<file path="src/logic/vrl_pkg.sv">
`default_nettype none
package vrl_pkg;
  localparam int ADDR_W = 8;
  localparam int DATA_W = 8;
  localparam int TAP_W = 4;
  localparam int TAPS = 16;
  localparam int LEVEL_W = 7;
  localparam logic [ADDR_W-1:0] CTL_ADDR = 8'h9f;
  localparam logic [DATA_W-1:0] CTL_RESET = 8'h00;
  localparam logic [DATA_W-1:0] CTL_WMASK = 8'hef;
  localparam int POWER_BIT = 7;
  localparam int DRIVE_BIT = 6;
  localparam int RANGE_BIT = 5;
  localparam int UNUSED_BIT = 4;
  localparam int TAP_LSB = 0;
  localparam int LOW_DEN = 24;
  localparam int HIGH_DEN = 32;
  localparam int LEVEL_SCALE = 96;
  localparam logic [LEVEL_W-1:0] LOW_MUL = 7'h04;
  localparam logic [LEVEL_W-1:0] HIGH_MUL = 7'h03;
  localparam logic [LEVEL_W-1:0] HIGH_BASE = 7'h18;
  localparam logic [2:0] CMP_REF_MODE = 3'h2;
  localparam logic [TAPS-1:0] TAP_ONE = 16'h0001;

  typedef struct packed {
    logic [DATA_W-1:0] ctl;
    logic [DATA_W-1:0] rdata;
    logic [TAPS-1:0] tap_sel;
    logic [LEVEL_W-1:0] level;
    logic pin_oe_n;
    logic cmp_ref_sel;
  } vrl_state_s;

  localparam vrl_state_s STATE_RESET = '{
    ctl: CTL_RESET,
    rdata: 8'h00,
    tap_sel: 16'h0000,
    level: 7'h00,
    pin_oe_n: 1'b1,
    cmp_ref_sel: 1'b0
  };
endpackage : vrl_pkg
`default_nettype wire

</file>
<file path="src/logic/vrl_dec_if.sv">
`timescale 1ns/10ps
`default_nettype none
interface vrl_dec_if;
  logic [vrl_pkg::DATA_W-1:0] ctl;
  logic [vrl_pkg::TAPS-1:0] tap_sel;
  logic [vrl_pkg::LEVEL_W-1:0] level;
  modport dec (input ctl, output tap_sel, output level);
  modport use_side (output ctl, input tap_sel, input level);
endinterface : vrl_dec_if
`default_nettype wire

</file>
<file path="src/logic/vrl_decode.sv">
`timescale 1ns/10ps
`default_nettype none
module vrl_decode (
  vrl_dec_if.dec d
);
  logic power;
  logic low_range;
  logic [vrl_pkg::TAP_W-1:0] tap;
  logic [vrl_pkg::LEVEL_W-1:0] tap_ext;

  assign power = d.ctl[vrl_pkg::POWER_BIT];
  assign low_range = d.ctl[vrl_pkg::RANGE_BIT];
  assign tap = d.ctl[vrl_pkg::TAP_LSB +: vrl_pkg::TAP_W];
  assign tap_ext = {3'h0, tap};

  ////////////////////////////////////////////////////////////////////////
  // One ladder tap per code
  genvar i;
  generate
    for (i = 0; i < vrl_pkg::TAPS; i++) begin : g_tap
      assign d.tap_sel[i] = power && (tap == 4'(i));
    end
  endgenerate

  ////////////////////////////////////////////////////////////////////////
  // Level in 96ths of supply
  always_comb begin
    if (!power) begin
      d.level = 7'h00;
    end else if (low_range) begin
      d.level = 7'(tap_ext * vrl_pkg::LOW_MUL);
    end else begin
      d.level = 7'(vrl_pkg::HIGH_BASE + tap_ext * vrl_pkg::HIGH_MUL);
    end
  end
endmodule : vrl_decode
`default_nettype wire

</file>
<file path="src/logic/vrl_top.sv">
`timescale 1ns/10ps
`default_nettype none

module vrl_top (
  input wire logic clk,
  input wire logic srst,
  input wire logic [vrl_pkg::ADDR_W-1:0] reg_addr,
  input wire logic [vrl_pkg::DATA_W-1:0] reg_wdata,
  input wire logic reg_wr,
  input wire logic reg_rd,
  output logic [vrl_pkg::DATA_W-1:0] reg_rdata,
  input wire logic port_direction_bit,
  input wire logic [2:0] comparator_mode_field,
  output logic ladder_power_on,
  output logic ref_pin_drive,
  output logic low_range_select,
  output logic [vrl_pkg::TAP_W-1:0] tap_code,
  output logic [vrl_pkg::TAPS-1:0] ladder_tap_sel,
  output logic [vrl_pkg::LEVEL_W-1:0] ref_level,
  output logic [vrl_pkg::LEVEL_W-1:0] shared_port_pin_out,
  output logic shared_port_pin_oe_n,
  output logic noninverting_input_ref_sel
);
  vrl_pkg::vrl_state_s st_r;
  vrl_pkg::vrl_state_s st_nxt;
  logic hit;
  logic wr_hit;
  logic rd_hit;
  logic [vrl_pkg::DATA_W-1:0] ctl_nxt;

  vrl_dec_if dec_bus ();

  vrl_decode u_decode (
    .d(dec_bus)
  );

  ////////////////////////////////////////////////////////////////////////
  // Address decode
  assign hit = (reg_addr == vrl_pkg::CTL_ADDR);
  assign wr_hit = reg_wr && hit;
  assign rd_hit = reg_rd && hit;

  ////////////////////////////////////////////////////////////////////////
  // Control next value
  assign ctl_nxt = wr_hit ? (reg_wdata & vrl_pkg::CTL_WMASK) : st_r.ctl;

  ////////////////////////////////////////////////////////////////////////
  // Next state
  always_comb begin
    st_nxt = st_r;
    st_nxt.ctl = ctl_nxt;
    st_nxt.rdata = 8'h00;
    if (rd_hit) begin
      st_nxt.rdata = st_r.ctl & vrl_pkg::CTL_WMASK;
    end
    st_nxt.tap_sel = dec_bus.tap_sel;
    st_nxt.level = dec_bus.level;
    st_nxt.pin_oe_n = !(ctl_nxt[vrl_pkg::DRIVE_BIT] && port_direction_bit);
    st_nxt.cmp_ref_sel = (comparator_mode_field == vrl_pkg::CMP_REF_MODE);
  end

  assign dec_bus.ctl = ctl_nxt;

  ////////////////////////////////////////////////////////////////////////
  // State register
  always_ff @(posedge clk) begin
    if (srst) begin
      st_r <= vrl_pkg::STATE_RESET;
    end else begin
      st_r <= st_nxt;
    end
  end

  ////////////////////////////////////////////////////////////////////////
  // Outputs
  assign reg_rdata = st_r.rdata;
  assign ladder_power_on = st_r.ctl[vrl_pkg::POWER_BIT];
  assign ref_pin_drive = st_r.ctl[vrl_pkg::DRIVE_BIT];
  assign low_range_select = st_r.ctl[vrl_pkg::RANGE_BIT];
  assign tap_code = st_r.ctl[vrl_pkg::TAP_LSB +: vrl_pkg::TAP_W];
  assign ladder_tap_sel = st_r.tap_sel;
  assign ref_level = st_r.level;
  assign shared_port_pin_out = st_r.level;
  assign shared_port_pin_oe_n = st_r.pin_oe_n;
  assign noninverting_input_ref_sel = st_r.cmp_ref_sel;

  ////////////////////////////////////////////////////////////////////////
  // Reset checks
  reset_power_a: assert property (
    @(posedge clk) srst |=> !ladder_power_on
  ) else $error("power-on bit not cleared by reset");

  reset_drive_a: assert property (
    @(posedge clk) srst |=> !ref_pin_drive && shared_port_pin_oe_n
  ) else $error("pin drive not cleared by reset");

  reset_range_a: assert property (
    @(posedge clk) srst |=> !low_range_select
  ) else $error("range bit not cleared by reset");

  reset_tap_a: assert property (
    @(posedge clk) srst |=> tap_code == 4'h0
  ) else $error("tap code not cleared by reset");

  ////////////////////////////////////////////////////////////////////////
  // Level checks
  low_range_a: assert property (
    @(posedge clk) disable iff (srst)
    ladder_power_on && low_range_select
      |-> ref_level == 7'({3'h0, tap_code} * 7'h04)
  ) else $error("low range level wrong");

  high_range_a: assert property (
    @(posedge clk) disable iff (srst)
    ladder_power_on && !low_range_select
      |-> ref_level == 7'(7'h18 + {3'h0, tap_code} * 7'h03)
  ) else $error("high range level wrong");

  tap_onehot_a: assert property (
    @(posedge clk) disable iff (srst)
    ladder_power_on |-> ladder_tap_sel == (vrl_pkg::TAP_ONE << tap_code)
  ) else $error("tap select not one-hot on code");

  power_off_a: assert property (
    @(posedge clk) disable iff (srst)
    !ladder_power_on |-> ref_level == 7'h00 && ladder_tap_sel == 16'h0000
  ) else $error("ladder active while powered down");

  ////////////////////////////////////////////////////////////////////////
  // Pin and comparator checks
  pin_gate_a: assert property (
    @(posedge clk) disable iff (srst)
    1'b1 |=> shared_port_pin_oe_n == !(ref_pin_drive && $past(port_direction_bit))
  ) else $error("pin drive gating wrong");

  cmp_ref_a: assert property (
    @(posedge clk) disable iff (srst)
    1'b1 |=> noninverting_input_ref_sel == ($past(comparator_mode_field) == 3'h2)
  ) else $error("comparator reference select wrong");

  mode_indep_a: assert property (
    @(posedge clk) disable iff (srst)
    !wr_hit && $changed(comparator_mode_field) |=> $stable(st_r.ctl)
  ) else $error("comparator mode disturbed reference control");

  ////////////////////////////////////////////////////////////////////////
  // Register checks
  bit4_zero_a: assert property (
    @(posedge clk) disable iff (srst)
    !st_r.ctl[vrl_pkg::UNUSED_BIT] && !reg_rdata[vrl_pkg::UNUSED_BIT]
  ) else $error("unimplemented bit not zero");

  hold_value_a: assert property (
    @(posedge clk) disable iff (srst)
    !wr_hit [*2] |=> $stable(st_r.ctl) && $stable(ref_level)
  ) else $error("control changed without a write");

  write_update_a: assert property (
    @(posedge clk) disable iff (srst)
    wr_hit |=> st_r.ctl == ($past(reg_wdata) & vrl_pkg::CTL_WMASK)
      && ladder_tap_sel == (!$past(reg_wdata[vrl_pkg::POWER_BIT]) ? 16'h0000
        : vrl_pkg::TAP_ONE << $past(reg_wdata[vrl_pkg::TAP_LSB +: vrl_pkg::TAP_W]))
  ) else $error("write not applied on completing edge");

  read_data_a: assert property (
    @(posedge clk) disable iff (srst)
    rd_hit |=> reg_rdata == ($past(st_r.ctl) & 8'hef)
  ) else $error("read data wrong");

  read_idle_a: assert property (
    @(posedge clk) disable iff (srst)
    !rd_hit |=> reg_rdata == 8'h00
  ) else $error("read data outside read cycle");

  ////////////////////////////////////////////////////////////////////////
  // Reset of the remaining outputs
  reset_rdata_a: assert property (
    @(posedge clk)
    srst |=> reg_rdata == 8'h00
  ) else $error("read data not cleared by reset");

  reset_ladder_a: assert property (
    @(posedge clk)
    srst |=> ref_level == 7'h00 && ladder_tap_sel == 16'h0000
  ) else $error("ladder outputs not cleared by reset");

  reset_pin_a: assert property (
    @(posedge clk)
    srst |=> shared_port_pin_out == 7'h00 && shared_port_pin_oe_n
  ) else $error("pin outputs not cleared by reset");

  reset_cmp_a: assert property (
    @(posedge clk)
    srst |=> !noninverting_input_ref_sel
  ) else $error("comparator select not cleared by reset");

  ////////////////////////////////////////////////////////////////////////
  // Write field checks
  power_follow_a: assert property (
    @(posedge clk) disable iff (srst)
    wr_hit
      |=> ladder_power_on == $past(reg_wdata[vrl_pkg::POWER_BIT])
  ) else $error("power-on bit not written");

  drive_follow_a: assert property (
    @(posedge clk) disable iff (srst)
    wr_hit
      |=> ref_pin_drive == $past(reg_wdata[vrl_pkg::DRIVE_BIT])
  ) else $error("pin-drive bit not written");

  range_follow_a: assert property (
    @(posedge clk) disable iff (srst)
    wr_hit
      |=> low_range_select == $past(reg_wdata[vrl_pkg::RANGE_BIT])
  ) else $error("range bit not written");

  tap_follow_a: assert property (
    @(posedge clk) disable iff (srst)
    wr_hit
      |=> tap_code == $past(reg_wdata[vrl_pkg::TAP_LSB +: vrl_pkg::TAP_W])
  ) else $error("tap code not written");

  bit4_write_a: assert property (
    @(posedge clk) disable iff (srst)
    wr_hit && reg_wdata[vrl_pkg::UNUSED_BIT]
      |=> !st_r.ctl[vrl_pkg::UNUSED_BIT]
  ) else $error("unimplemented bit took a write");

  ////////////////////////////////////////////////////////////////////////
  // Bus side checks
  unmapped_wr_a: assert property (
    @(posedge clk) disable iff (srst)
    reg_wr && !hit
      |=> $stable(st_r.ctl)
  ) else $error("unmapped write changed control");

  unmapped_rd_a: assert property (
    @(posedge clk) disable iff (srst)
    reg_rd && !hit
      |=> reg_rdata == 8'h00
  ) else $error("unmapped read returned data");

  read_keeps_a: assert property (
    @(posedge clk) disable iff (srst)
    rd_hit
      |=> $stable(st_r.ctl) && $stable(ref_level)
  ) else $error("read disturbed control");

  read_match_a: assert property (
    @(posedge clk) disable iff (srst)
    rd_hit
      |=> reg_rdata == {ladder_power_on, ref_pin_drive, low_range_select, 1'b0, tap_code}
  ) else $error("read data differs from control outputs");

  write_quiet_a: assert property (
    @(posedge clk) disable iff (srst)
    wr_hit
      |=> reg_rdata == 8'h00
  ) else $error("read data during write");

  ////////////////////////////////////////////////////////////////////////
  // Level and pin bounds
  pin_mirror_a: assert property (
    @(posedge clk) disable iff (srst)
    1'b1
      |-> shared_port_pin_out == ref_level
  ) else $error("pin level differs from reference");

  pin_needs_drive_a: assert property (
    @(posedge clk) disable iff (srst)
    !shared_port_pin_oe_n
      |-> ref_pin_drive
  ) else $error("pin driven without drive bit");

  dir_output_a: assert property (
    @(posedge clk) disable iff (srst)
    !port_direction_bit
      |=> shared_port_pin_oe_n
  ) else $error("pin driven while direction is output");

  tap_single_a: assert property (
    @(posedge clk) disable iff (srst)
    1'b1
      |-> $onehot0(ladder_tap_sel)
  ) else $error("more than one tap selected");

  low_max_a: assert property (
    @(posedge clk) disable iff (srst)
    ladder_power_on && low_range_select
      |-> ref_level <= 7'h3c
  ) else $error("low range level above top tap");

  low_zero_a: assert property (
    @(posedge clk) disable iff (srst)
    ladder_power_on && low_range_select && tap_code == 4'h0
      |-> ref_level == 7'h00
  ) else $error("low range bottom tap not zero");

  high_bounds_a: assert property (
    @(posedge clk) disable iff (srst)
    ladder_power_on && !low_range_select
      |-> ref_level >= 7'h18 && ref_level <= 7'h45
  ) else $error("high range level out of span");

  level_power_a: assert property (
    @(posedge clk) disable iff (srst)
    ref_level != 7'h00
      |-> ladder_power_on
  ) else $error("level present while powered down");

  mode_level_a: assert property (
    @(posedge clk) disable iff (srst)
    !wr_hit && $changed(comparator_mode_field)
      |=> $stable(ref_level) && $stable(ladder_tap_sel)
  ) else $error("comparator mode disturbed ladder");

  hold_taps_a: assert property (
    @(posedge clk) disable iff (srst)
    !wr_hit [*2]
      |=> $stable(ladder_tap_sel) && $stable(tap_code)
  ) else $error("tap select changed without a write");

  ////////////////////////////////////////////////////////////////////////
  // Per tap select checks
  for (genvar k = 0; k < vrl_pkg::TAPS; k++) begin : g_tap_chk
    tap_bit_a: assert property (
      @(posedge clk) disable iff (srst)
      ladder_tap_sel[k] |-> ladder_power_on && tap_code == 4'(k)
    ) else $error("tap select bit without its code");
  end
endmodule : vrl_top
`default_nettype wire

</file>
<file path="config.mk">
export PLATFORM = sky130hd
export DESIGN_NAME = vrl_top
export DESIGN_NICKNAME = d
export VERILOG_FILES = /design/src/logic/vrl_pkg.sv /design/src/logic/vrl_dec_if.sv /design/src/logic/vrl_decode.sv /design/src/logic/vrl_top.sv
export SDC_FILE = /design/constraint.sdc
export NUM_CORES = 1
export LEC_CHECK = 0
export BUFFER_PORTS_ARGS = -buffer_cell sky130_fd_sc_hd__buf_2
export CAP_MARGIN = 20
export CORE_ASPECT_RATIO = 0.9
export CORE_UTILIZATION = 44
export CTS_CLUSTER_SIZE = 28
export DETAILED_ROUTE_END_ITERATION = 12
export HOLD_SLACK_MARGIN = 0.1
export PLACE_DENSITY = 0.76
export SETUP_SLACK_MARGIN = 0.4
export SYNTH_ARGS = -nofsm -noshare
export SYNTH_HDL_FRONTEND = slang
export SYNTH_SLANG_ARGS = --single-unit
</file>
<file path="constraint.sdc">
create_clock -name clk -period 6.3 [get_ports clk]
set_clock_uncertainty 0.2 [all_clocks]
set_input_delay 0.945 -clock clk [delete_from_list [all_inputs] [get_ports clk]]
set_output_delay 0.945 -clock clk [all_outputs]
set_load 0.03 [all_outputs]
</file>
==> Yosys cells after proc, flatten, opt, wreduce, memory -nomap -nowiden <==
Cells that the tools add are included.
{ "word_totals": {"register_bits": 40, "wordCells": 55, "in_bits": 24} }
{ "op_classes": {"n_bitwise": 2, "multipliers": 1, "reduce_logical": 24, "add_sub_neg": 1, "n_mux": 2, "n_eq_ne": 17} }
{ "op_table": {"columns": ["op", "n"], "rows": [
  ["4-bit == test (second input constant)", 8],
  ["1-bit logical AND", 19],
  ["4-bit by 3-bit == test with 1-bit output (second input constant)", 4],
  ["4-bit by 2-bit == test with 1-bit output (second input constant)", 2],
  ["8-bit == test (second input constant)", 1],
  ["8-bit 2-to-1 mux", 1],
  ["5-bit by 6-bit adder with 7-bit output (first input constant)", 1],
  ["4-bit by 2-bit multiplier with 6-bit output (second input constant)", 1],
  ["6-bit 2-to-1 mux", 1],
  ["4-bit by 1-bit == test with 1-bit output (second input constant)", 1],
  ["4-bit zero test", 1],
  ["2-bit OR reduction", 2],
  ["3-bit by 2-bit == test with 1-bit output (second input constant)", 1],
  ["3-bit OR reduction", 1],
  ["1-bit NOT", 2],
  ["1-bit zero test", 1]
]} }

==> Depth between registers and ports, before layout <==
{ "depth": {"ltp_word": 6, "mapped_depth": 11, "mapped_depth_nobuf": 11} }

==> Hierarchy <==
A second synthesis with hierarchy kept.
{ "unflattened": {"hier_cells": 211, "hier_area_um2": 2112.0} }
{ "modules_own_cells": {"columns": ["mod", "n_inst", "cells_per_inst", "area_per_inst_um2"], "rows": [
  ["vrl_top", 1, 157, 1692.9],
  ["vrl_decode", 1, 54, 419.2]
]} }

==> Least setup slack after synthesis <==
Ideal clock, no wire load.
{ "synth_timing": {"path_type": "input-to-reg", "from": "input reg_addr[3] (netlist bit)", "to": "register st_r (netlist bit ref_level[4])", "setup_ps": 103, "path_stages": 9, "arrival_time_ps": 3099, "setup_slack_ps": 2897, "required_ps": 5997, "path_cell_list": "and4b_2 > nand3_4 > mux2i_4 > inv_1 > ha_1 > inv_1 > fa_1 > xor2_1 > a2111oi_2"} }
{ "synth_between": {"elab_chain_len": 6, "word_cells_on_any_way": 8} }
{ "synth_rtl": {"columns": ["item", "line_no", "text"], "rows": [
  ["start, declared", "vrl_top.sv:7", "input wire logic [vrl_pkg::ADDR_W-1:0] reg_addr,"],
  ["8-bit == test", "vrl_top.sv:39", "assign hit = (reg_addr == vrl_pkg::CTL_ADDR);"],
  ["1-bit logical AND", "vrl_top.sv:40", "assign wr_hit = reg_wr && hit;"],
  ["8-bit 2-to-1 mux", "vrl_top.sv:45", "assign ctl_nxt = wr_hit ? (reg_wdata & vrl_pkg::CTL_WMASK) : st_r.ctl;"],
  ["via ctl_nxt (one bit)", "vrl_top.sv:29", "logic [vrl_pkg::DATA_W-1:0] ctl_nxt;"],
  ["4-bit by 2-bit multiplier with 6-bit output", "vrl_decode.sv:33", "d.level = 7'(vrl_pkg::HIGH_BASE + tap_ext * vrl_pkg::HIGH_MUL);"],
  ["5-bit by 6-bit adder with 7-bit output", "vrl_decode.sv:33", null],
  ["6-bit 2-to-1 mux", "vrl_decode.sv:30", "end else if (low_range) begin"],
  ["end signal, assigned", "vrl_top.sv:68", "st_r <= vrl_pkg::STATE_RESET;"],
  ["end signal, assigned", "vrl_top.sv:70", "st_r <= st_nxt;"],
  ["end, declared", "vrl_top.sv:24", "vrl_pkg::vrl_state_s st_r;"]
]} }
The timed path passes the listed nets, and every way through them passes these cells.
A chain may end at the register's enable or synchronous reset.

==> Worst setup path after layout <==
{ "layout_timing": {"from": "input reg_addr[5] (netlist bit)", "to": "register st_r (netlist bit ref_level[4])"} }
The elaborated chain is that of the path after synthesis.

==> qor.yml <==
setup_tns_ns: 0
clkPwrFrac: 0.408
synth_top_area_frac: 0.5119
dieArea_um2: 3706
rsz0062_at_grt: "false"
drc_errors: 0
synth.area.top_cells: "dfxtp_1 51%, ha_1 7.4%, and2_1 4.5%"
cts_resized: 0
path_common_cell: "inv_1"
cts.sinks: 39
crit_path_max_fanout: 10
cts.path.max_buffers: 2
multi_input_area_um2: 656.9
postCtsHoldBufs: 0
final_cell_area_um2: 1949
wl_um: 2883
die_y_um: 57.86
num_rows: 19
synth_area_per_cell_um2: 11.92
antenna_cells: 0
htreeDepth: 2
synth.cell_area_um2: 1525
setup_violations: 0
layout-drive-gt1-share: 0.4742
status: "complete, no violations"
p_sw_mw: 0.08514
worstSkewPairLatency_ns: 0.28
placed_area_um2: 1849
cpMaxStageDelayCell: "fa_1"
die_w_um: 64.06
power_leakage_nw: 1.045
port_buffers: 68
regArea_um2: 780.7
synth_seq_area_share: 0.5119
gp_congestion: 0.8394
grt_usage: 0.1742
synth_top_cells_by_count: "39 x dfxtp_1, 11 x and2_1, 10 x and3_1, 10 x nor2_1, 9 x ha_1"
grt_use_met3: 0.06102
nNetsFinal: 227
core_um2: 3186
wl_per_cell_um: 12.22
grt_busiest_layer: "met2"
cts_tree: "done"
drtPass1Iterations: 4
clock.fmax_ghz: 0.2881
area_growth_pct: 27.81
hold_violations: 0
intPower_mw: 0.3527
pwr-share-comb: 0.029
synth_top_flop_cell: "dfxtp_1"
num_vias: 1109
synthCells: 128
crit_arrival_ns: 3.45
viasPerCell: 4.699
critPathMaxStageDelay_ns: 0.46
grt_pass1_vias: 1027
met1_usage: 0.2032
ioPinCount: 71
period_share: 0.5509
cts_setup_buffers: 0
path_class: "input pin to flip-flop"
yosys.area.top_type: "dfxtp_1"
grt_antenna_before_repair: 0
grt_pass1_wl_um: 4705
synthArstFlopShare: 0
synth.yosys.warnings: 0
dr.first_iter.drc_count: 23
slew_viol_final: 0
use_met2: 0.2827
ys_types: 31
antenna_left: 0
root_buffer: "clkbuf_8"
cts_inserted_buffers: 5
yosysMostFrequentCell: "dfxtp_1"
powerDensity_nw_per_um2: 224.6
fin_crit_ns: 3.471
path_delay_family: "adder cells"
fillers: 284
path_cells: "buf_2, and4b_2, nand3_4, mux2i_4, inv_1, ha_1, inv_1, fa_1, xor2_1, a2111oi_2"
pwr-share-seq: 0.564
overflow: 0
start_util: 0.4788
end_kind: "flip-flop"
total_power_mw: 0.4378
clk_pin_slew_ns: 0.07
final_util: 0.6119
fin_hold_ws_ns: 0.2854
grt_max_degree: 18
synth_edf_count: 0
hpwlAfterDp_um: 2229
worst-path-buf-inv: 3
start_kind: "input pin"
crit_required_ns: 6.28
syn-num-nets: 162
swShare: 0.1944
hold_class: "flip-flop to flip-flop"
peakVddDrop_uv: 114.1
maxCapViolCount: 0
ys_ff_latch: 39
==> placed cells by master (no fill, tap or decap), types with 2 or more instances in the layout <==
| master | count |
|---|---|
| buf_2 | 68 |
| and4b_2 | 3 |
| dfxtp_1 | 39 |
| clkbuf_8 | 7 |
| nor3_1 | 2 |
| nor2_1 | 10 |
| mux2i_4 | 3 |
| mux2_2 | 2 |
| and3_1 | 10 |
| and2_1 | 11 |
| and4_2 | 4 |
| mux2i_1 | 3 |
| ha_1 | 9 |
| inv_1 | 5 |
| a21oi_1 | 2 |
==> cell type report <==
| type | count | area share |
|---|---|---|
| clock buffer | 8 | 0.05135 |
| inverter | 5 | 0.009628 |
| multi-input combinational | 74 | 0.3370 |
| sequential | 39 | 0.4005 |
| tap | 42 | 0.02696 |
| timing repair buffer | 68 | 0.1746 |
==> registers in the layout, indices dropped and copies added (netlist names) <==
register	flops
shared_port_pin_oe_n	1
ref_level	7
reg_rdata	7
ladder_tap_sel	16
low_range_select	1
tap_code	4
ladder_power_on	1
ref_pin_drive	1
noninverting_input_ref_sel	1
==> path summary, 6_finish.rpt <==
| check | startpoint | to | slack [ns] | cells after the start |
|---|---|---|---|---|
| min | ref_pin_drive | reg_rdata[6] | 0.29 | 1 |
| max | reg_addr[5] | ref_level[4] | 2.83 | 10 |
| max reg2reg | tap_code[3] | ref_level[4] | 3.82 | 7 |
| min reg2reg | ref_pin_drive | reg_rdata[6] | 0.29 | 1 |
==> kinds of logic after synthesis <==
logic type | after synthesis | share of synthesized area
AO/OA/AOI/OAI | 6 | 0.03199
multiplexers | 9 | 0.08859
other | 1 | 0.002459
AND/OR/NAND/NOR | 46 | 0.2092
buffers and inverters | 15 | 0.05742
flip-flops | 39 | 0.5119
XOR/XNOR | 2 | 0.01149
adder cells (fa/ha/maj) | 10 | 0.08696
==> routing by layer <==
layer	share of wire	wire length [um]
met1	0.43	1236
met2	0.49	1422
met3	0.057	163
met4	0.021	61
met5	0	0
==> metrics by stage <==
| stage | std cells | worst slack [ns] |
|---|---|---|
| 4_1_cts | 236 | 2.809 |
| 2_1_floorplan | 128 | 2.897 |
| 5_1_grt | 236 | 2.651 |
| 6_report | 236 | 2.829 |
| 3_3_place_gp | 228 | 2.608 |
| 3_5_place_dp | 228 | 2.506 |
==> power by group through the flow <==
stage / Clock [mW] / Combinational, mW / Sequential (mW)
after floorplan: 0 / 0.00431 / 0.253
after global placement: 0 / 0.0124 / 0.252
after detailed placement: 0 / 0.0126 / 0.252
after CTS: 0.183 / 0.0127 / 0.247
after global routing: 0.194 / 0.0139 / 0.247
final: 0.179 / 0.0126 / 0.247
(Power assumes the default switching activity.)
